### config.mk
export PLATFORM = sky130hd
export DESIGN_NAME = uart_host_pins
export DESIGN_NICKNAME = d
export VERILOG_FILES = /design/src/uart_pins_pkg.sv /design/src/uart_host_pins.sv
export SDC_FILE = /design/constraint.sdc
export NUM_CORES = 1
export LEC_CHECK = 0
export BUFFER_PORTS_ARGS = -buffer_cell sky130_fd_sc_hd__buf_2
export CORE_ASPECT_RATIO = 1.25
export CORE_MARGIN = 4
export CORE_UTILIZATION = 49
export CTS_CLUSTER_SIZE = 30
export DETAILED_ROUTE_END_ITERATION = 10
export GPL_TIMING_DRIVEN = 0
export PLACE_DENSITY = 0.84
export SYNTH_ARGS = -nofsm -noshare
export SYNTH_HDL_FRONTEND = slang
export SYNTH_SLANG_ARGS = --single-unit
### constraint.sdc
create_clock -name core_clk -period 2.76 [get_ports core_clk]
set_input_delay 0.552 -clock core_clk [delete_from_list [all_inputs] [get_ports core_clk]]
set_output_delay 0.552 -clock core_clk [all_outputs]
set_load 0.1 [all_outputs]
### src/uart_pins_pkg.sv
// Package for the host-facing pin logic of one UART channel.
// Assumes a single core clock; shared by the pin block and its test bench.
package uart_pins_pkg;

    localparam int unsigned DATA_W = 8;
    localparam int unsigned ADDR_W = 3;
    localparam int unsigned CHAN_N = 4;
    localparam int unsigned SRC_N = 4;

    // Modem control register layout
    localparam int unsigned MCR_TERM_READY_BIT = 0;
    localparam int unsigned MCR_IRQ_OE_BIT = 3;
    localparam logic [7:0] MCR_RST = 8'h00;
    localparam logic [7:0] IER_RST = 8'h00;

    // Register select codes inside this block
    localparam logic [2:0] SEL_IER = 3'h1;
    localparam logic [2:0] SEL_MCR = 3'h4;

    // Interrupt source positions
    localparam int unsigned SRC_RX_DATA = 0;
    localparam int unsigned SRC_TX_EMPTY = 1;
    localparam int unsigned SRC_RX_ERR = 2;
    localparam int unsigned SRC_MODEM = 3;

    // Tie-off choice for parts without a select pin
    typedef enum logic [1:0]
    {
        SEL_PIN = 2'b00,
        SEL_TIE_HIGH = 2'b01,
        SEL_TIE_LOW = 2'b10
    } irq_sel_src_t;

    typedef enum logic [1:0]
    {
        ST_IDLE = 2'b00,
        ST_READ = 2'b01,
        ST_WRITE = 2'b10
    } bus_state_t;

    typedef struct packed
    {
        logic [2:0] sel;
        logic cs_n;
        logic rd_n;
        logic wr_n;
    } bus_ctl_t;

    typedef struct packed
    {
        bus_state_t st;
        logic [7:0] modem_control_reg;
        logic [7:0] irq_enable_reg;
        logic [7:0] rd_data;
        logic [7:0] line_tx;
        logic line_tx_valid;
        logic [3:0] irq;
        logic [3:0] irq_oe;
        logic term_ready_n;
        logic modem_ready;
    } pin_state_t;

endpackage

### src/uart_host_pins.sv
// Host pins of one UART channel: data bus, strobes, interrupt pins, terminal/modem ready.
// Assumes strobes and address are synchronous to core_clk; the core supplies
// register read data, pending interrupt sources and takes the serial byte lane.
module uart_host_pins #(
    parameter uart_pins_pkg::irq_sel_src_t SEL_SRC = uart_pins_pkg::SEL_PIN
) (
    // Clock and reset
    input wire logic core_clk,
    input wire logic sys_rst,
    // Bus mode: high selects strobe style
    input wire logic strobe_mode,
    // Host bus
    input wire logic [2:0] reg_select_bits,
    input wire logic channel_select_n,
    input wire logic read_strobe_n,
    input wire logic write_strobe_n,
    input wire logic [7:0] host_data_bus_in,
    output logic [7:0] host_data_bus_out,
    output logic host_data_bus_oe,
    // Core register read data for the addressed register
    input wire logic [7:0] core_rd_data,
    // Per-channel pending interrupt sources
    input wire logic [3:0][3:0] irq_pending,
    // Interrupt select pin, pulled low when floating
    input wire logic irq_force_select,
    output logic [3:0] channel_irq_out,
    output logic [3:0] channel_irq_oe,
    // Modem lines
    input wire logic modem_ready_in,
    output logic terminal_ready_out,
    output logic modem_ready_status,
    // Serial byte lane toward the core
    output logic [7:0] line_tx_byte,
    output logic line_tx_valid,
    output logic line_enable
);

    uart_pins_pkg::pin_state_t state_ff;
    uart_pins_pkg::pin_state_t nxt_state;
    uart_pins_pkg::bus_ctl_t bus;
    logic sel_eff;
    logic rd_req;
    logic wr_req;
    logic [3:0] irq_raw;
    logic [3:0] oe_eff;

    assign bus = '{sel: reg_select_bits, cs_n: channel_select_n,
                   rd_n: read_strobe_n, wr_n: write_strobe_n};

    // Floating pin reads low thanks to the pull-down outside
    always_comb
    begin
        unique case (SEL_SRC)
            uart_pins_pkg::SEL_TIE_HIGH: sel_eff = 1'b1;
            uart_pins_pkg::SEL_TIE_LOW: sel_eff = 1'b0;
            default: sel_eff = irq_force_select;
        endcase
    end

    assign rd_req = strobe_mode && !bus.cs_n && !bus.rd_n;
    assign wr_req = strobe_mode && !bus.cs_n && !bus.wr_n;

    genvar ch;
    generate
        for (ch = 0; ch < 4; ch++)
        begin : g_irq
            // Same enable register for all channels in this block
            assign irq_raw[ch] = |(irq_pending[ch] & state_ff.irq_enable_reg[3:0]);
            assign oe_eff[ch] = strobe_mode
                && (sel_eff || state_ff.modem_control_reg[uart_pins_pkg::MCR_IRQ_OE_BIT]);

        end
    endgenerate

    always_comb
    begin
        nxt_state = state_ff;
        nxt_state.line_tx_valid = 1'b0;
        nxt_state.modem_ready = !modem_ready_in;
        unique case (state_ff.st)
            uart_pins_pkg::ST_IDLE:
            begin
                if (rd_req)
                begin
                    nxt_state.st = uart_pins_pkg::ST_READ;
                    nxt_state.rd_data = core_rd_data;
                end
                else if (wr_req)
                begin
                    nxt_state.st = uart_pins_pkg::ST_WRITE;
                    if (bus.sel == uart_pins_pkg::SEL_MCR)
                        nxt_state.modem_control_reg = host_data_bus_in;
                    else if (bus.sel == uart_pins_pkg::SEL_IER)
                        nxt_state.irq_enable_reg = host_data_bus_in;
                    else
                    begin
                        // Bit 0 leads on the line
                        nxt_state.line_tx = host_data_bus_in;
                        nxt_state.line_tx_valid = 1'b1;
                    end
                end
            end
            uart_pins_pkg::ST_READ:
            begin
                nxt_state.rd_data = core_rd_data;
                if (!rd_req)
                    nxt_state.st = uart_pins_pkg::ST_IDLE;
            end
            uart_pins_pkg::ST_WRITE:
            begin
                // One store per strobe edge
                if (!wr_req)
                    nxt_state.st = uart_pins_pkg::ST_IDLE;
            end
            default:
            begin
                // Stray code: fall back to idle rather than lock the bus
                nxt_state.st = uart_pins_pkg::ST_IDLE;
            end
        endcase
        nxt_state.term_ready_n = !nxt_state.modem_control_reg[uart_pins_pkg::MCR_TERM_READY_BIT];
        nxt_state.irq = irq_raw;
        nxt_state.irq_oe = oe_eff;
    end

    always_ff @(posedge core_clk or posedge sys_rst)
    begin
        if (sys_rst)
        begin
            state_ff <= '{st: uart_pins_pkg::ST_IDLE, modem_control_reg: uart_pins_pkg::MCR_RST,
                          irq_enable_reg: uart_pins_pkg::IER_RST, rd_data: 8'h00, line_tx: 8'h00,
                          line_tx_valid: 1'b0, irq: 4'h0, irq_oe: 4'h0,
                          term_ready_n: 1'b1, modem_ready: 1'b0};
        end
        else
        begin
            state_ff <= nxt_state;
        end
    end

    assign host_data_bus_out = state_ff.rd_data;
    // Driven only while the read is held; strobe release floats at once
    assign host_data_bus_oe = rd_req && state_ff.st == uart_pins_pkg::ST_READ;
    assign channel_irq_out = state_ff.irq;
    assign channel_irq_oe = state_ff.irq_oe;
    assign terminal_ready_out = state_ff.term_ready_n;
    assign modem_ready_status = state_ff.modem_ready;
    assign line_tx_byte = state_ff.line_tx;
    assign line_tx_valid = state_ff.line_tx_valid;
    assign line_enable = !sys_rst;
endmodule

==> impl_results.md <==
- Status: completed
- Diodes inserted: 0
- CTS Buf Count: 5
- Commonest non-fill, non-tap cell in the layout: buf_2
- Number of synthesized flops with an enable pin: 0
- DR vias: 1,072
- Non-Filler Instances: 226
- Vias/cell: 4.74
- Clock root cell: clkbuf_4
- Utilization after layout: 67.7%
- Async SR Flop Fraction: 100%
- Count of cell types in the netlist: 23
- Share of cells above drive strength 1: 69.5%
- Final WL: 3150 um
- Total track usage: 16.7%
- Initial antenna violation count: 0
- R2r startpoint: state_ff[43]
- Hpwl dp: 2490 um
- Post-synthesis cell type with the largest combined area: dfrtp_1
- Resized Gates After CTS: 0
- Initial cell density of the core: 51.1%
- Data required, critical path: 2.21 ns
- Die area: 4060 um2
- Routed Antenna Nets: 0
- Top-level port count: 72
- Post-DP Area: 1920 um2
- Yosys warning total: 0
- Syn-to-layout area delta: 32.4%
- F_max: 405 MHz
- Arrival @ worst endpoint: 1.92 ns
- Critical path peak fanout: 5
- R2r worst-path depth: 3
- First-pass GRT wire length: 5110 um
- Worst R2R Setup Slack: 1.00 ns
- Syn Std Cell Area: 1520 um2
- Nets: 233
- # setup viols final: 0
- Worst setup SP type: register
- Vias in the first global route: 1,092
- CTS H-Tree Depth: 2
- Pin count of the biggest net entering global routing: 34
- Hold crit path type: input port to async pin
- Pleak: 1.10 nW
- Clock Latency Late Sink: 0.34 ns
- Hold-fix buffers, CTS: 0
- IO Port Bufs: 71
- CTS tree: yes
- Post-CTS Setup Bufs: 0
- Chip height: 70.3 um
- Total congestion overflow: 0
- Max VDD drop: 0.617 mV
- DR iter-0 viols: 31
- Post-Syn Instances: 111
- Slew @ Worst Pin: 0.527 ns
- Slew Viols, Final: 0
- MaxCap Viol Count: 0
- Placer Congestion: 0.761
- Rows: 22
- Fin. Hold Viols: 0
- Clock slew at reported path FFs: 0.09 ns
- Crit Reg-Reg Endpoint: state_ff[27]
- Post-Route Skew: 0.00536 ns
- Fillers: 228
- Yosys reg bits: 32
- First-pass DRT Iterations: 4
- Max-slew headroom: 64.9%
- Crit Path Class: register to output pin
- RSZ-0062 raised after global routing: no
- CTS sink cnt: 32
- Remaining DRCs: 0
- Avg Inst Size Synth: 13.7 um2
- Die X: 57.8 um
- Design Area, Final: 2010 um2
- Synth area leaders: dfrtp_1 51%, buf_4 12%, mux2_2 10%, mux2_4 7.9%, a22oi_1 4.0%
- Most frequent cells in the layout: 71 x buf_2, 31 x dfrtp_1, 24 x buf_4, 14 x mux2_2
- Post-layout minimum cycle time: 2.47 ns
- Critical Path Sink Type: output pin
- Predominant post-synthesis flop cell: dfrtp_1
- Core area: 2970 um2
- Placed Cells: 218
- Avg WL per Cell: 13.9 um
- Setup TNS: 0 ns
- Seq/Total Area, Yosys: 52.8%
- Syn Nets: 154
- Top-area cell type share of the netlist area: 51.0%
- Final period util: 89.4%
- Clock Path Buffers: 2
- PD cells: 918 nW/um2
[synth_stat cells (all sizes together), types with 2 or more instances]
cell,count
nand2b,2
nor4,3
nand2,4
a22oi,8
inv,3
buf,25
or3b,2
mux2,22
dfrtp,31
[worst max path at each step]
stage	start	to	slack, ns
2_1_floorplan	channel_select_n	host_data_bus_oe	0.31
3_3_place_gp	sys_rst	line_enable	0.11
3_5_place_dp	sys_rst	line_enable	0.06
4_1_cts	sys_rst	line_enable	0.06
5_1_grt	state_ff[44]	host_data_bus_oe	0.22
6_report	state_ff[44]	host_data_bus_oe	0.29
[routing by layer]
metal / vias to the layer above / routed length [um] / part of all wire [%] / GRT usage, %
li1: 519 / - / - / -
met1: 501 / 1110 / 35 / 18.8
met2: 42 / 1670 / 53 / 27.9
met3: 10 / 265 / 8.4 / 4.99
met4: 0 / 103 / 3.3 / 8.51
met5: - / 0 / 0 / 0
[final cells by class]
type	instances	area (um2)	share of cell area, %
buffer	25	191	9.51
clock buffer	7	65.1	3.23
inverter	3	11.3	0.559
multi-input combinational	51	515	25.6
sequential	32	802	39.8
tap	36	45.0	2.24
timing repair buffer	72	383	19.0
[state kept, by name, summed over array words and instances, names as in the netlist, named ones only]
signal	cells
channel_irq_oe	1
channel_irq_out	4
host_data_bus_out	8
line_tx_byte	8
line_tx_valid	1
modem_ready_status	1
state_ff	7
terminal_ready_out	1
[power by group]
group / switching (mW) / internal (mW) / total (mW)
Clock: 0.151 / 0.144 / 0.295
Combinational: 0.695 / 0.250 / 0.945
Sequential: 0.0520 / 0.556 / 0.608
[cell families after synthesis]
kind of cell | count (synthesis) | share of synthesized area (%)
compound gates | 12 | 6.26
buf+inv | 28 | 13.3
flops | 32 | 52.8
xor+xnor | 1 | 0.576
simple gates | 15 | 8.15
mux | 23 | 18.9
[critical path, cell delays in order, from the launching register on]
cell and delay, ns:
dfrtp_1 0.39, or3b_4 0.43, nor2_1 0.19, and2_1 0.15
buf_2 0.42
[stage by stage]
step / power [mW] / hold slack (ns) / setup WS (ns)
final: 1.85 / 0.236 / 0.291
after global routing: 1.93 / 0.259 / 0.216
after CTS: 1.85 / 0.349 / 0.0588
after detailed placement: 1.56 / 0.409 / 0.0575
after global placement: 1.54 / 0.395 / 0.111
after floorplan: 1.43 / 0.384 / 0.313
Power figures use the tool's default switching activity.
